--- src/rtl/tgc_pkg.sv ---
// tgc_pkg: constants for the timer gate control block
// assumes a single 200 MHz clock domain and an 8-bit register port
//
// Summary of operation
// - polarity one counts while gate high; zero counts while gate low
// - toggle mode flips a gate flip-flop on each active gate edge (after polarity) while the timer is on; timer off clears it
// - clearing toggle mode disables toggling and clears the flip-flop
// - single-pulse mode takes over the gate; otherwise normal path applies
// - live gate value shows the gate regardless of gate enable
// - source select: 00 gate pin, 01 8-bit overflow, 10 comparator out
package tgc_pkg;
  // ----------------------------------------------------------------
  // register map
  // ----------------------------------------------------------------
  localparam logic [1:0] TGC_ADDR_CTRL = 2'h0;
  localparam logic [1:0] TGC_ADDR_IRQ_STATUS = 2'h1;
  localparam logic [1:0] TGC_ADDR_IRQ_MASK = 2'h2;
  localparam logic [7:0] TGC_CTRL_RESET = 8'h00;
  localparam logic [7:0] TGC_CTRL_WMASK = 8'hFB;
  // ----------------------------------------------------------------
  // control field positions
  // ----------------------------------------------------------------
  localparam int TGC_BIT_ENABLE = 7;
  localparam int TGC_BIT_POL = 6;
  localparam int TGC_BIT_TOGGLE = 5;
  localparam int TGC_BIT_SPM = 4;
  localparam int TGC_BIT_GO = 3;
  localparam int TGC_BIT_LIVE = 2;
  localparam int TGC_BIT_SRC_HI = 1;
  localparam int TGC_BIT_SRC_LO = 0;
  // ----------------------------------------------------------------
  // gate sources and interrupt bits
  // ----------------------------------------------------------------
  localparam logic [1:0] TGC_SRC_PIN = 2'h0;
  localparam logic [1:0] TGC_SRC_TMR8 = 2'h1;
  localparam logic [1:0] TGC_SRC_CMP = 2'h2;
  localparam int TGC_IRQ_DONE = 0;
  localparam int TGC_IRQ_EDGE = 1;
  localparam logic [1:0] TGC_IRQ_ZERO = 2'h0;
  typedef enum logic [1:0] {TGC_SP_IDLE, TGC_SP_WAIT, TGC_SP_RUN} tgc_sp_state_t;
endpackage

--- src/rtl/tgc_sync_if.sv ---
// tgc_sync_if: carries raw gate inputs and their synchronised copies
// assumes one clock; the synchroniser is the only driver of the synced side
`timescale 1ns/1ps
interface tgc_sync_if;
  logic [2:0] raw;
  logic [2:0] synced;
  modport src (output raw, input synced);
  modport sync (input raw, output synced);
endinterface

--- src/rtl/tgc_sync.sv ---
// tgc_sync: two-flop synchroniser for the three gate inputs
// assumes inputs are asynchronous to mclk
`timescale 1ns/1ps
module tgc_sync (
  input wire logic mclk,
  input wire logic rst,
  input wire logic clkEn,
  tgc_sync_if.sync bus
);
  logic [2:0] meta;
  logic [2:0] stage;
  // meta is read only by stage
  always_ff @(posedge mclk or posedge rst) begin
    if (rst) begin
      meta <= 3'h0;
      stage <= 3'h0;
    end else if (clkEn) begin
      meta <= bus.raw;
      stage <= meta;
    end
  end
  assign bus.synced = stage;
endmodule

--- src/rtl/timer_gate_control.sv ---
// timer_gate_control: gate selection, polarity, toggle and single pulse
// assumes a synchronous register port on mclk; gate inputs may be async
`timescale 1ns/1ps
module timer_gate_control (
  input wire logic mclk,
  input wire logic rst,
  input wire logic clkEn,
  input wire logic [1:0] regAddr,
  input wire logic [7:0] regWrData,
  input wire logic regWrite,
  input wire logic regRead,
  output logic [7:0] regRdData,
  input wire logic timerOn,
  input wire logic gatePin,
  input wire logic tmr8Overflow,
  input wire logic firstComparatorSyncedOut,
  output logic countEnable,
  output logic gateLiveValue,
  output logic irq
);
  // ----------------------------------------------------------------
  // input synchronisation
  // ----------------------------------------------------------------
  tgc_sync_if syncBus ();
  assign syncBus.raw = {firstComparatorSyncedOut, tmr8Overflow, gatePin};
  tgc_sync u_sync (
    .mclk(mclk),
    .rst(rst),
    .clkEn(clkEn),
    .bus(syncBus.sync)
  );

  // ----------------------------------------------------------------
  // register state
  // ----------------------------------------------------------------
  logic gateEnable;
  logic gatePolarity;
  logic gateToggleMode;
  logic gateSinglePulseMode;
  logic singlePulseGoStatus;
  logic [1:0] gateSourceSelect;
  logic [1:0] irqStatus;
  logic [1:0] irqMask;
  logic toggleFf;
  logic selPrev;
  tgc_pkg::tgc_sp_state_t spState;
  tgc_pkg::tgc_sp_state_t next_spState;

  // ----------------------------------------------------------------
  // decode
  // ----------------------------------------------------------------
  wire wrCtrl = regWrite && (regAddr == tgc_pkg::TGC_ADDR_CTRL);
  wire wrStatus = regWrite && (regAddr == tgc_pkg::TGC_ADDR_IRQ_STATUS);
  wire wrMask = regWrite && (regAddr == tgc_pkg::TGC_ADDR_IRQ_MASK);
  wire [7:0] ctrlIn = regWrData & tgc_pkg::TGC_CTRL_WMASK;

  // source selection; code 11 falls back to the pin
  logic selGate;
  always_comb begin
    case (gateSourceSelect)
      tgc_pkg::TGC_SRC_TMR8: selGate = syncBus.synced[1];
      tgc_pkg::TGC_SRC_CMP: selGate = syncBus.synced[2];
      default: selGate = syncBus.synced[0];
    endcase
  end

  // one polarity helper for the live gate and for the edge detector, so a
  // polarity write alone never looks like a gate edge
  function automatic logic tgcApplyPol(input logic sig, input logic pol);
    tgcApplyPol = pol ? sig : ~sig;
  endfunction

  // polarity folded in first so toggle and single pulse see active edges
  wire polGate = tgcApplyPol(selGate, gatePolarity);
  // selPrev holds the raw selected gate; it resets to the synchroniser's
  // reset level so no false edge follows reset
  wire prevPolGate = tgcApplyPol(selPrev, gatePolarity);
  wire riseEdge = polGate && !prevPolGate;
  wire toggledGate = gateToggleMode ? toggleFf : polGate;
  wire spGate = (spState == tgc_pkg::TGC_SP_RUN) && toggledGate;
  wire effGate = gateSinglePulseMode ? spGate : toggledGate;
  // count permission; gate enable has no effect with timer off
  wire next_count = timerOn && (!gateEnable || effGate);
  wire spDone = (spState == tgc_pkg::TGC_SP_RUN) && !toggledGate;
  wire spStart = (spState == tgc_pkg::TGC_SP_WAIT) && toggledGate;

  // ----------------------------------------------------------------
  // single pulse sequencer
  // ----------------------------------------------------------------
  always_comb begin
    next_spState = spState;
    case (spState)
      tgc_pkg::TGC_SP_IDLE: begin
        if (singlePulseGoStatus && gateSinglePulseMode) begin
          next_spState = tgc_pkg::TGC_SP_WAIT;
        end
      end
      tgc_pkg::TGC_SP_WAIT: begin
        if (!singlePulseGoStatus || !gateSinglePulseMode) begin
          next_spState = tgc_pkg::TGC_SP_IDLE;
        end else if (spStart) begin
          next_spState = tgc_pkg::TGC_SP_RUN;
        end
      end
      tgc_pkg::TGC_SP_RUN: begin
        if (spDone || !gateSinglePulseMode) begin
          next_spState = tgc_pkg::TGC_SP_IDLE;
        end
      end
      default: next_spState = tgc_pkg::TGC_SP_IDLE;
    endcase
  end

  // acquisition end only counts when a pulse actually ran
  wire doneEvent = spDone && gateSinglePulseMode;
  wire [1:0] irqSet = {riseEdge, doneEvent};

  // write-one clear first, then set, so an event in the clearing cycle
  // survives; shared by the status flops and the interrupt output
  function automatic logic [1:0] tgcStatusNext(input logic [1:0] cur, input logic clr,
      input logic [1:0] ones, input logic [1:0] evt);
    tgcStatusNext = (cur & ~(clr ? ones : tgc_pkg::TGC_IRQ_ZERO)) | evt;
  endfunction
  wire [1:0] next_irqStatus = tgcStatusNext(irqStatus, wrStatus, regWrData[1:0], irqSet);

  // ----------------------------------------------------------------
  // control register
  // ----------------------------------------------------------------
  // hardware clear of go beats a software write in the same cycle so
  // a finished acquisition is never re-armed by a stale write
  always_ff @(posedge mclk or posedge rst) begin
    if (rst) begin
      gateEnable <= tgc_pkg::TGC_CTRL_RESET[tgc_pkg::TGC_BIT_ENABLE];
      gatePolarity <= tgc_pkg::TGC_CTRL_RESET[tgc_pkg::TGC_BIT_POL];
      gateToggleMode <= tgc_pkg::TGC_CTRL_RESET[tgc_pkg::TGC_BIT_TOGGLE];
      gateSinglePulseMode <= tgc_pkg::TGC_CTRL_RESET[tgc_pkg::TGC_BIT_SPM];
      singlePulseGoStatus <= tgc_pkg::TGC_CTRL_RESET[tgc_pkg::TGC_BIT_GO];
      gateSourceSelect <=
        tgc_pkg::TGC_CTRL_RESET[tgc_pkg::TGC_BIT_SRC_HI:tgc_pkg::TGC_BIT_SRC_LO];
    end else if (clkEn) begin
      if (wrCtrl) begin
        gateEnable <= ctrlIn[tgc_pkg::TGC_BIT_ENABLE];
        gatePolarity <= ctrlIn[tgc_pkg::TGC_BIT_POL];
        gateToggleMode <= ctrlIn[tgc_pkg::TGC_BIT_TOGGLE];
        gateSinglePulseMode <= ctrlIn[tgc_pkg::TGC_BIT_SPM];
        gateSourceSelect <= ctrlIn[tgc_pkg::TGC_BIT_SRC_HI:tgc_pkg::TGC_BIT_SRC_LO];
      end
      if (doneEvent) begin
        singlePulseGoStatus <= 1'b0;
      end else if (wrCtrl) begin
        singlePulseGoStatus <= ctrlIn[tgc_pkg::TGC_BIT_GO];
      end
    end
  end

  // ----------------------------------------------------------------
  // gate flip-flops and sequencer state
  // ----------------------------------------------------------------
  always_ff @(posedge mclk or posedge rst) begin
    if (rst) begin
      toggleFf <= 1'b0;
      selPrev <= 1'b0;
      spState <= tgc_pkg::TGC_SP_IDLE;
    end else if (clkEn) begin
      selPrev <= selGate;
      spState <= next_spState;
      if (!gateToggleMode || !timerOn) begin
        toggleFf <= 1'b0;
      end else if (riseEdge) begin
        toggleFf <= ~toggleFf;
      end
    end
  end

  // ----------------------------------------------------------------
  // interrupt status and mask
  // ----------------------------------------------------------------
  // a new event wins over a write-one clear in the same cycle
  always_ff @(posedge mclk or posedge rst) begin
    if (rst) begin
      irqStatus <= tgc_pkg::TGC_IRQ_ZERO;
      irqMask <= tgc_pkg::TGC_IRQ_ZERO;
    end else if (clkEn) begin
      irqStatus <= next_irqStatus;
      if (wrMask) begin
        irqMask <= regWrData[1:0];
      end
    end
  end

  // ----------------------------------------------------------------
  // read mux and registered outputs
  // ----------------------------------------------------------------
  logic [7:0] rdMux;
  always_comb begin
    case (regAddr)
      tgc_pkg::TGC_ADDR_CTRL: rdMux = {gateEnable, gatePolarity, gateToggleMode,
        gateSinglePulseMode, singlePulseGoStatus, effGate, gateSourceSelect};
      tgc_pkg::TGC_ADDR_IRQ_STATUS: rdMux = {6'h00, irqStatus};
      tgc_pkg::TGC_ADDR_IRQ_MASK: rdMux = {6'h00, irqMask};
      default: rdMux = 8'h00;
    endcase
  end

  always_ff @(posedge mclk or posedge rst) begin
    if (rst) begin
      regRdData <= 8'h00;
      countEnable <= 1'b0;
      gateLiveValue <= 1'b0;
      irq <= 1'b0;
    end else if (clkEn) begin
      regRdData <= regRead ? rdMux : 8'h00;
      countEnable <= next_count;
      gateLiveValue <= effGate;
      irq <= |(next_irqStatus & irqMask);
    end
  end
endmodule

--- config.mk ---
export PLATFORM = sky130hd
export DESIGN_NAME = timer_gate_control
export DESIGN_NICKNAME = d
export VERILOG_FILES = /design/src/rtl/tgc_pkg.sv /design/src/rtl/tgc_sync_if.sv /design/src/rtl/tgc_sync.sv /design/src/rtl/timer_gate_control.sv
export SDC_FILE = /design/constraint.sdc
export NUM_CORES = 1
export LEC_CHECK = 0
export BUFFER_PORTS_ARGS = -buffer_cell sky130_fd_sc_hd__clkbuf_2
export CORE_MARGIN = 8
export CORE_UTILIZATION = 54
export CTS_CLUSTER_SIZE = 40
export DETAILED_ROUTE_END_ITERATION = 10
export PLACE_DENSITY = 0.78
export RECOVER_POWER = 50
export SYNTH_ARGS = -nofsm -noshare
export SYNTH_HDL_FRONTEND = slang
export SYNTH_SLANG_ARGS = --single-unit
--- constraint.sdc ---
create_clock -name mclk -period 2.41 [get_ports mclk]
set_clock_uncertainty 0.2 [all_clocks]
set_input_delay 0.723 -clock mclk [delete_from_list [all_inputs] [get_ports mclk]]
set_output_delay 0.723 -clock mclk [all_outputs]
set_load 0.05 [all_outputs]
==> key figures, run 1 <==
STA
  – Maximum clock frequency: 449 MHz
  – Time the final worst path needs with I/O delays and setup: 2.23 ns
  – Final Hold Viols: 0
  – Worst slew margin relative to its limit: 0.476
  – Unrepaired setup endpoints after global routing: false
  – Fin crit share: 0.924
  – # setup viols final: 0
  – Final-report max-slew violation count: 0
  – Sum of negative setup slack: 0 ns
  – Slew of the pin with the lowest slew margin: 0.787 ns

Clock network
  – Total clock buffers created by CTS: 5
  – Post-CTS Setup Repair Bufs: 0
  – Clock tree root driver cell: sky130_fd_sc_hd__clkbuf_4
  – Post-CTS Hold Buffers: 0
  – Maximum clock insertion buffer count: 2
  – Depth of the CTS H-tree: 2
  – Clock slew at reported path FFs: 0.10 ns
  – TritonCTS clock tree: built
  – Count of clock tree sinks: 32
  – Later-pin clock latency in the skew report: 0.32 ns

Layout
  – Layout overhead on the synthesized area: 15.1%
  – Sequential cell area in the final layout: 801 um2
  – Final design area excluding fillers: 1800 um2
  – Most frequent cells in the layout: sky130_fd_sc_hd__dfrtp_1, sky130_fd_sc_hd__clkbuf_2, sky130_fd_sc_hd__inv_1
  – Area of the multi-input gates: 664 um2
  – # fillers: 227
  – Layout net count: 200
  – Antenna diode instance count: 0
  – Most frequent standard cell in the layout excluding fill and tap cells: sky130_fd_sc_hd__dfrtp_1
  – Fraction of final layout cells sized beyond drive strength 1: 0.285

Flow run
  – Max-cap violation count: 0

Worst hold path
  – Worst hold path startpoint: gateEnable$_DFFE_PP0P_
  – Depth of the worst hold-timing path: 1
  – End of the worst hold path: countEnable$_DFFE_PP0P_
  – Worst hold path type: flip-flop to flip-flop

Detailed routing
  – Initial drt markers: 60
  – Final routed wirelength across all metal layers: 3220 um
  – DRC: 0
  – Drt via density: 5.74
  – Number of detailed-route iterations in the first pass: 5
  – Total number of vias: 1206
  – Routed length per placed instance: 15.3 um
  – Detail Route Antenna Nets: 0

Worst setup path
  – Required time of the worst setup path: 2.46 ns
  – Worst reg2reg startpoint: gateSourceSelect[0]$_DFFE_PP0P_
  – Worst Setup End Kind: flip-flop
  – Startpoint class of the critical path: flip-flop
  – Max Fanout on Critical Path: 5
  – Worst R2R Setup Slack: 0.18 ns
  – Worst R2R End: irq$_DFFE_PP0P_
  – Worst setup path category: flip-flop to flip-flop
  – Logic depth of the worst register-to-register path: 6
  – Arrival @ worst endpoint: 2.28 ns

Synthesis
  – Number of library cell types mapped by synthesis: 39
  – Number of warnings issued by yosys: 0
  – Fraction of registers with async set/reset: 1.00
  – Post-synthesis instance area: 1570 um2
  – Mean area per synthesized cell: 10.8 um2
  – Number of flops mapped to enable cells by yosys: 0
  – Predominant post-synthesis flop cell: sky130_fd_sc_hd__dfrtp_1
  – Synthesized instance count: 145
  – Sequential share of the synthesized area: 0.511
  – Post-synthesis sequential element count: 32
  – Synthesized Nets: 166

Power and ir drop
  – Cell leakage power: 0.860 nW
  – Internal cell power: 965 uW
  – Portion of total power attributed to the clock network: 0.226
  – Switching power: 515 uW
  – Combinational Power Share: 0.297
  – Switching portion of total power: 0.348
  – Register share of total power: 0.477
  – Power per standard cell area: 821 nW/um2
  – VDD IR-drop max: 0.630 mV

Status
  – Run status: finished clean

Floorplanning
  – Die area: 4880 um2
  – Initial core utilization: 0.568
  – Placeable Area: 2760 um2
  – Die width: 69.9 um
  – Row count: 19
  – Num ports: 30
  – Die height: 69.9 um

GRT
  – Vias in the first global route: 1305
  – Global-route wire length before repair: 5820 um
  – Total global routing track utilization: 0.144
  – Pin count of the biggest net entering global routing: 33
  – Antenna violations before repair: 0
  – Total gr overflow: 0

Placement
  – Total cell area at the placement stage: 1740 um2
  – HPWL after DPL: 2400 um
  – RD Place Congestion: 0.837
  – Number of buffers added on ports: 28
## state kept, by name, summed over array words and instances (netlist names), 2 cells and up
register / count
regRdData: 8
u_sync.bus.synced: 3
u_sync.meta: 3
gateSourceSelect: 2
irqMask: 2
irqStatus: 2
spState: 2
## how the worst max path moves through the flow
stage	start	endpoint	slack (ns)	cells after the start
final	gateSourceSelect[0]$_DFFE_PP0P_	irq$_DFFE_PP0P_	0.18	6
after global routing	gateSourceSelect[0]$_DFFE_PP0P_	irqStatus[1]$_DFFE_PP0P_	0.02	6
after CTS	gateSourceSelect[0]$_DFFE_PP0P_	irq$_DFFE_PP0P_	0.12	6
after detailed placement	gateSourceSelect[0]$_DFFE_PP0P_	irq$_DFFE_PP0P_	0.14	6
after global placement	gateSourceSelect[0]$_DFFE_PP0P_	irq$_DFFE_PP0P_	0.19	6
after floorplan	gateSourceSelect[0]$_DFFE_PP0P_	irq$_DFFE_PP0P_	0.28	6
## power groups by stage
stage	registers [mW]	clock network (mW)	logic, mW
2_1_floorplan	0.783	0	0.253
3_3_place_gp	0.706	0	0.422
3_5_place_dp	0.716	0	0.436
4_1_cts	0.705	0.342	0.441
5_1_grt	0.717	0.368	0.485
6_report	0.706	0.335	0.439
## per-stage QoR
| stage | utilization | hold WS, ns | std cells | total power [mW] | worst slack (ns) |
|---|---|---|---|---|---|
| 2_1_floorplan | - | 0.256 | 145 | 1.04 | 0.285 |
| 3_3_place_gp | 0.631 | 0.284 | 203 | 1.13 | 0.189 |
| 3_5_place_dp | 0.631 | 0.291 | 203 | 1.15 | 0.145 |
| 4_1_cts | 0.655 | 0.247 | 210 | 1.49 | 0.122 |
| 5_1_grt | 0.654 | 0.319 | 210 | 1.57 | 0.0185 |
| 6_report | 0.654 | 0.302 | 210 | 1.48 | 0.182 |
## final cells by class
cell class / instances / share of cell area
multi-input combinational: 90 / 0.368
clock buffer: 7 / 0.0361
tap: 31 / 0.0215
timing repair buffer: 33 / 0.0944
inverter: 17 / 0.0354
sequential: 32 / 0.444
## cells in the mapped netlist (all sizes together) (3+ instances only)
cell type	number	area [um2]
buf	4	35.0
inv	17	63.8
mux2	12	150
o22ai	6	37.5
a31oi	4	25.0
dfrtp	32	801
mux2i	6	60.1
nor3	3	15.0
nor2b	5	31.3
o21ai	10	50.1
nor2	6	22.5
nand2	11	41.3
## per-layer routing
metal	share of wire	vias up	global-route usage	wire [um]
li1	-	586	-	-
met1	0.41	591	0.168	1340
met2	0.51	25	0.229	1660
met3	0.057	4	0.0607	183
met4	0.014	0	0.0558	44
met5	0	-	0	0
## cell families after synthesis
family | Yosys count | synth area share
adder cells (fa/ha/maj) | 2 | 0.0160
multiplexers | 18 | 0.134
AND/OR/NAND/NOR | 36 | 0.125
AO/OA/AOI/OAI | 34 | 0.145
flip-flops | 32 | 0.511
buffers and inverters | 23 | 0.0679
## worst max-delay path: stages, from the launching register on
cell	delay [ns]
sky130_fd_sc_hd__dfrtp_1	0.39
sky130_fd_sc_hd__inv_1	0.06
sky130_fd_sc_hd__ha_1	0.35
sky130_fd_sc_hd__nor2b_1	0.19
sky130_fd_sc_hd__a221o_1	0.36
sky130_fd_sc_hd__or4_1	0.51
sky130_fd_sc_hd__o211ai_1	0.10
## repair_timing
action	CTS	global route
setup endpoints to repair	0	1
resized for setup	0	1
endpoints found under the hold margin	0	0
(Power assumes the default switching activity.)
==> inputs of run 2 (changes only) <==
--- a/config.mk
+++ b/config.mk
@@ -6,12 +6,11 @@
 export NUM_CORES = 1
 export LEC_CHECK = 0
 export BUFFER_PORTS_ARGS = -buffer_cell sky130_fd_sc_hd__clkbuf_2
-export CORE_MARGIN = 8
-export CORE_UTILIZATION = 54
+export CORE_MARGIN = 3
+export CORE_UTILIZATION = 58
 export CTS_CLUSTER_SIZE = 40
 export DETAILED_ROUTE_END_ITERATION = 10
-export PLACE_DENSITY = 0.78
-export RECOVER_POWER = 50
+export PLACE_DENSITY = 0.83
 export SYNTH_ARGS = -nofsm -noshare
 export SYNTH_HDL_FRONTEND = slang
 export SYNTH_SLANG_ARGS = --single-unit
==> constraint.sdc (replaced) <==
create_clock -name mclk -period 2.85 [get_ports mclk]
set_clock_uncertainty 0.2 [all_clocks]
set_input_delay 0.855 -clock mclk [delete_from_list [all_inputs] [get_ports mclk]]
set_output_delay 0.855 -clock mclk [all_outputs]
set_load 0.05 [all_outputs]
==> run 2 against run 1 <==
Against the previous run: flip-flop and latch count unchanged; global-route usage up 6.8 points; total power fell by 11%; clock power rose by 5%; critical path type unchanged; final cell count down 0.48%; final area grew 0.49%; sequential share of layout area down 0.21 points.
==> key figures, run 2 (synthesis results as in run 1) <==
Detailed routing
  – Initial drt markers: 33
  – DRC: 0
  – Final routed wirelength across all metal layers: 3180 um
  – Total number of vias: 1180
  – Number of detailed-route iterations in the first pass: 4
  – Drt via density: 5.65
  – Detail Route Antenna Nets: 0
  – Routed length per placed instance: 15.2 um

Worst setup path
  – Bufs and invs on worst path: 1
  – Required time of the worst setup path: 2.92 ns
  – Max Fanout on Critical Path: 5
  – Critical Path Slowest Stage Cell: sky130_fd_sc_hd__or4_1
  – Arrival @ worst endpoint: 2.30 ns
  – Largest stage delay, worst path: 0.51 ns
  – Worst Setup End Kind: flip-flop
  – Startpoint class of the critical path: flip-flop
  – Cells traversed along the worst timing path: inv_1 -> ha_1 -> nor2b_1 -> a221o_1 -> or4_1 -> o211ai_1
  – CP delay by family, top: simple AND/OR/NAND/NOR gates
  – Worst setup path category: flip-flop to flip-flop

STA
  – Final Hold Viols: 0
  – Fin crit share: 0.783
  – # setup viols final: 0
  – Maximum clock frequency: 448 MHz
  – Time the final worst path needs with I/O delays and setup: 2.23 ns
  – Worst hold margin: 0.310 ns
  – Sum of negative setup slack: 0 ns
  – Unrepaired setup endpoints after global routing: false
  – Slew of the pin with the lowest slew margin: 0.478 ns
  – Final-report max-slew violation count: 0
  – Worst slew margin relative to its limit: 0.681

Floorplanning
  – Row count: 18
  – Die area: 3360 um2
  – Placeable Area: 2520 um2
  – Initial core utilization: 0.621
  – Die height: 58.0 um
  – Die width: 58.0 um
  – Num ports: 30

Clock network
  – Post-CTS Setup Repair Bufs: 0
  – Depth of the CTS H-tree: 2
  – TritonCTS clock tree: built
  – Post-CTS Hold Buffers: 0
  – Clock slew at reported path FFs: 0.11 ns
  – Later-pin clock latency in the skew report: 0.34 ns
  – Maximum clock insertion buffer count: 2
  – Number of instances resized during post-cts repair: 0
  – Total clock buffers created by CTS: 5
  – Count of clock tree sinks: 32
  – Clock tree root driver cell: sky130_fd_sc_hd__clkbuf_4

GRT
  – Antenna violations before repair: 0
  – Vias in the first global route: 1206
  – Total global routing track utilization: 0.212
  – Pin count of the biggest net entering global routing: 33
  – Total gr overflow: 0
  – Global-route wire length before repair: 5260 um

Layout
  – Antenna diode instance count: 0
  – Layout net count: 199
  – Most frequent cells in the layout: sky130_fd_sc_hd__dfrtp_1, sky130_fd_sc_hd__clkbuf_2, sky130_fd_sc_hd__inv_1
  – Layout overhead on the synthesized area: 15.7%
  – Most frequent standard cell in the layout excluding fill and tap cells: sky130_fd_sc_hd__dfrtp_1
  – Fraction of final layout cells sized beyond drive strength 1: 0.291
  – Final design utilization: 0.718
  – Flip-flop count of the largest register, all copies and words added: 8
  – Register with the highest flop count: regRdData

Flow run
  – Max-cap violation count: 0

Power and ir drop
  – Cell leakage power: 0.866 nW
  – VDD IR-drop max: 0.545 mV
  – Power per standard cell area: 727 nW/um2

Placement
  – Number of buffers added on ports: 28
  – RD Place Congestion: 0.806
  – HPWL after DPL: 2310 um

Worst hold path
  – Worst hold path type: flip-flop to flip-flop

Status
  – Run status: finished clean
run 2: area by class of cell:
class | count | area, um2
Sequential cell | 32 | 801
Fill cell | 190 | 711
Multi-Input combinational cell | 90 | 659
Timing Repair Buffer | 32 | 170
Inverter | 17 | 63.8
Clock inverter | 3 | 42.5
Clock buffer | 5 | 37.5
Tap cell | 30 | 37.5
run 2: report_power, final:
| part | total [mW] | switching [mW] | internal [mW] |
|---|---|---|---|
| sequential | 0.597 | 0.0663 | 0.531 |
| clock | 0.351 | 0.168 | 0.183 |
| combinational | 0.369 | 0.224 | 0.145 |
run 2: per-layer routing:
layer | routed length, um | up-vias | GRT usage
li1 | - | 579 | -
met1 | 1330 | 554 | 0.245
met2 | 1610 | 40 | 0.350
met3 | 181 | 7 | 0.0624
met4 | 61 | 0 | 0.119
met5 | 0 | - | 0
run 2: through the flow:
| stage | cell area [um2] | worst slack (ns) | power (mW) | std cells |
|---|---|---|---|---|
| 2_1_floorplan | 1570 | 0.725 | 0.877 | 145 |
| 3_3_place_gp | 1730 | 0.494 | 0.951 | 201 |
| 3_5_place_dp | 1730 | 0.422 | 0.973 | 201 |
| 4_1_cts | 1810 | 0.601 | 1.33 | 209 |
| 5_1_grt | 1810 | 0.507 | 1.39 | 209 |
| 6_report | 1810 | 0.617 | 1.32 | 209 |
run 2: final timing paths:
kind	from	to	slack, ns	cells after the start
worst max register to register	gateSourceSelect[0]$_DFFE_PP0P_	irq$_DFFE_PP0P_	0.62	6
worst max-delay path	gateSourceSelect[0]$_DFFE_PP0P_	irq$_DFFE_PP0P_	0.62	6
max in group asynchronous	rst	gateSourceSelect[0]$_DFFE_PP0P_	1.80	3
worst min register to register	gateEnable$_DFFE_PP0P_	countEnable$_DFFE_PP0P_	0.31	1
worst min-delay path	gateEnable$_DFFE_PP0P_	countEnable$_DFFE_PP0P_	0.31	1
min in group asynchronous	rst	toggleFf$_DFFE_PP0P_	0.34	3
run 2: worst reg2reg max path, stage by stage, from the launching register on:
cell	delay (ns)
sky130_fd_sc_hd__dfrtp_1	0.40
sky130_fd_sc_hd__inv_1	0.07
sky130_fd_sc_hd__ha_1	0.35
sky130_fd_sc_hd__nor2b_1	0.19
sky130_fd_sc_hd__a221o_1	0.35
sky130_fd_sc_hd__or4_1	0.51
sky130_fd_sc_hd__o211ai_1	0.10
==> inputs of run 3 (changes only) <==
--- a/config.mk
+++ b/config.mk
@@ -5,12 +5,13 @@
 export SDC_FILE = /design/constraint.sdc
 export NUM_CORES = 1
 export LEC_CHECK = 0
+export ABC_AREA = 1
 export BUFFER_PORTS_ARGS = -buffer_cell sky130_fd_sc_hd__clkbuf_2
 export CORE_MARGIN = 3
-export CORE_UTILIZATION = 58
+export CORE_UTILIZATION = 48
 export CTS_CLUSTER_SIZE = 40
 export DETAILED_ROUTE_END_ITERATION = 10
-export PLACE_DENSITY = 0.83
+export PLACE_DENSITY = 0.74
 export SYNTH_ARGS = -nofsm -noshare
 export SYNTH_HDL_FRONTEND = slang
 export SYNTH_SLANG_ARGS = --single-unit
==> constraint.sdc (replaced) <==
create_clock -name mclk -period 2 [get_ports mclk]
set_clock_uncertainty 0.2 [all_clocks]
set_input_delay 0.6 -clock mclk [delete_from_list [all_inputs] [get_ports mclk]]
set_output_delay 0.6 -clock mclk [all_outputs]
set_load 0.05 [all_outputs]
==> run 3 against run 2 <==
Against the previous run: non-clock buffer count increased by 2; flip-flop and latch count unchanged; via count increased by 14%; register-to-register slack got worse by 0.52 ns; sequential power increased by 42%; synthesized area decreased by 2.7%; count of clock-buffer cells in the layout increased by 2; final area decreased by 0.35%; core utilization decreased by 9.6 points.
==> key figures, run 3 <==
Detailed routing
  – DRC: 0
  – Detail Route Antenna Nets: 0
  – Total number of vias: 1350
  – Routed length per placed instance: 12.2 um
  – Initial drt markers: 63
  – Final routed wirelength across all metal layers: 3240 um
  – Drt via density: 5.09
  – Number of detailed-route iterations in the first pass: 4

STA
  – Unrepaired setup endpoints after global routing: false
  – Maximum clock frequency: 526 MHz
  – Sum of negative setup slack: 0 ns
  – Slew of the pin with the lowest slew margin: 0.390 ns
  – Final Hold Viols: 0
  – Time the final worst path needs with I/O delays and setup: 1.90 ns
  – Fin crit share: 0.951
  – Final-report max-slew violation count: 0
  – # setup viols final: 0
  – Worst slew margin relative to its limit: 0.740
  – Fin worst setup slack: 0.0981 ns

Floorplanning
  – Die height: 62.3 um
  – Num ports: 30
  – Placeable Area: 2900 um2
  – Initial core utilization: 0.525
  – Row count: 19
  – Die area: 3890 um2
  – Die width: 62.3 um

Placement
  – HPWL after DPL: 2360 um
  – RD Place Congestion: 0.807
  – Worst setup timing slack at the placement stage: 0.119 ns
  – Placed cell count: 257
  – Number of buffers added on ports: 28

Clock network
  – Clock slew at reported path FFs: 0.09 ns
  – Count of clock tree sinks: 32
  – Clock tree root driver cell: sky130_fd_sc_hd__clkbuf_4
  – Later-pin clock latency in the skew report: 0.34 ns
  – Total clock buffers created by CTS: 5
  – Depth of the CTS H-tree: 2
  – Maximum clock insertion buffer count: 2
  – TritonCTS clock tree: built

Synthesis
  – Area fraction in and, or, nand and nor cells after synthesis: 0.301
  – Top-area cell type share of the netlist area: 0.525
  – Count leader, synth: sky130_fd_sc_hd__nand2_1
  – Share of the synthesized netlist area taken by xor and xnor gates: 0
  – Post-synth top area cell: sky130_fd_sc_hd__dfrtp_1
  – Synth Area in Compound Gates: 0.0616
  – Predominant post-synthesis flop cell: sky130_fd_sc_hd__dfrtp_1
  – Number of library cell types mapped by synthesis: 21
  – Mean area per synthesized cell: 8.15 um2
  – Number of flops mapped to enable cells by yosys: 0
  – Combinational family with the most area after synthesis: simple AND/OR/NAND/NOR gates
  – Largest cells by area after synthesis: sky130_fd_sc_hd__dfrtp_1, sky130_fd_sc_hd__nand2_1, sky130_fd_sc_hd__nand3_1, sky130_fd_sc_hd__inv_1, sky130_fd_sc_hd__o21ai_0
  – Multiplexer fraction of the synthesized cell area: 0.0263
  – Sequential share of the synthesized area: 0.525
  – Adder-cell share of the synthesized area: 0.0164
  – Post-synthesis instance area: 1520 um2
  – Fraction of registers with async set/reset: 1.00
  – Synthesized instance count: 187
  – Most used standard cells in the synthesized netlist: sky130_fd_sc_hd__nand2_1, sky130_fd_sc_hd__dfrtp_1, sky130_fd_sc_hd__nand3_1
  – Synthesized Nets: 208
  – Post-synthesis sequential element count: 32
  – Number of warnings issued by yosys: 0

GRT
  – Global-route wire length before repair: 5800 um
  – Total gr overflow: 0
  – Vias in the first global route: 1320
  – Total global routing track utilization: 0.190
  – Antenna violations before repair: 0
  – Pin count of the biggest net entering global routing: 33

Power and ir drop
  – VDD IR-drop max: 0.530 mV
  – Power per standard cell area: 988 nW/um2
  – Overall power after layout: 1.78 mW
  – Cell leakage power: 1.02 nW

Layout
  – # fillers: 262
  – Layout overhead on the synthesized area: 18.5%
  – Final cell count without fillers: 265
  – Most frequent standard cell in the layout excluding fill and tap cells: sky130_fd_sc_hd__nand2_1
  – Flip-flop count of the largest register, all copies and words added: 8
  – Antenna diode instance count: 0
  – Fraction of final layout cells sized beyond drive strength 1: 0.224
  – Layout net count: 244
  – Register with the highest flop count: regRdData
  – Most frequent cells in the layout: sky130_fd_sc_hd__nand2_1, sky130_fd_sc_hd__dfrtp_1, sky130_fd_sc_hd__clkbuf_2

Worst setup path
  – Cells traversed along the worst timing path: inv_1 -> ha_1 -> inv_1 -> nand3_2 -> nand2_2 -> nand2_1 -> nand3_2 -> nand2_1 -> nand2_2 -> nand3_1 -> nand2_1 -> nand2_1
  – Largest stage delay, worst path: 0.35 ns
  – Arrival @ worst endpoint: 1.93 ns
  – Worst Setup End Kind: flip-flop
  – Most Frequent Cell on Critical Path: sky130_fd_sc_hd__nand2_1
  – Worst setup path category: flip-flop to flip-flop
  – Critical Path Slowest Stage Cell: sky130_fd_sc_hd__dfrtp_1
  – Max Fanout on Critical Path: 3
  – Required time of the worst setup path: 2.03 ns
  – Startpoint class of the critical path: flip-flop

Worst hold path
  – Worst hold path type: input pin to async pin

Flow run
  – Max-cap violation count: 0

Status
  – Run status: finished clean
## run 3: metal layers
layer	GRT usage	part of all wire
met1	0.237	0.44
met2	0.301	0.47
met3	0.0775	0.073
met4	0.0634	0.014
met5	0	0
## run 3: worst max-delay path: cells and delay by family, from the launching register on
kind	cells	cell delay (ns)
and+or+nand+nor	9	0.81
DFF	1	0.35
adders and majority gates	1	0.30
buffers and inverters	2	0.14
## run 3: power breakdown
group / leakage [nW] / internal, mW / switching (mW)
clock: 0.0374 / 0.199 / 0.209
sequential: 0.403 / 0.761 / 0.0884
combinational: 0.579 / 0.175 / 0.351
total: 1.02 / 1.14 / 0.648
## run 3: cell type report
cell class | count | area (um2) | share of cell area
Inverter | 21 | 78.8 | 0.0437
Clock buffer | 7 | 65.1 | 0.0360
Multi-Input combinational cell | 129 | 623 | 0.345
Tap cell | 42 | 52.6 | 0.0291
Timing Repair Buffer | 34 | 185 | 0.103
Sequential cell | 32 | 801 | 0.444
## run 3: repair_timing
action	4_1_cts	5_1_grt
hold buffers	0	0
setup endpoints to repair	0	3
resized for setup	0	2
endpoints found under the hold margin	0	0
buffers inserted	0	1
## run 3: worst paths after layout
| kind | endpoint | slack [ns] | startpoint | depth (start not counted) |
|---|---|---|---|---|
| max | spState[0]$_DFFE_PP0P_ | 0.1 | gateSourceSelect[0]$_DFFE_PP0P_ | 12 |
| min | regRdData[2]$_DFFE_PP0P_ | 0.10 | rst | 3 |
| max reg2reg | spState[0]$_DFFE_PP0P_ | 0.1 | gateSourceSelect[0]$_DFFE_PP0P_ | 12 |
| min reg2reg | u_sync.meta[1]$_DFFE_PP0P_ | 0.28 | u_sync.meta[1]$_DFFE_PP0P_ | 2 |
| max in group asynchronous | u_sync.bus.synced[2]$_DFFE_PP0P_ | 1.21 | rst | 3 |
| min in group mclk | u_sync.meta[1]$_DFFE_PP0P_ | 0.26 | tmr8Overflow | 3 |
## run 3: cells by family (layout without fill, tap and decap cells)
kind of cell             Yosys count  count (layout)
AND/OR/NAND/NOR                  107             107
flip-flops                        32              32
buffers and inverters             26              62
AO/OA/AOI/OAI                     17              17
multiplexers                       3               3
adder cells (fa/ha/maj)            2               2
## run 3: stage by stage
step / area (um2) / util / hold slack [ns]
finish: 1810 / 0.623 / 0.102
floorplan: 1520 / - / 0.242
detailed placement: 1730 / 0.596 / 0.258
global placement: 1730 / 0.596 / 0.253
global route: 1810 / 0.623 / 0.127
CTS: 1790 / 0.618 / 0.120
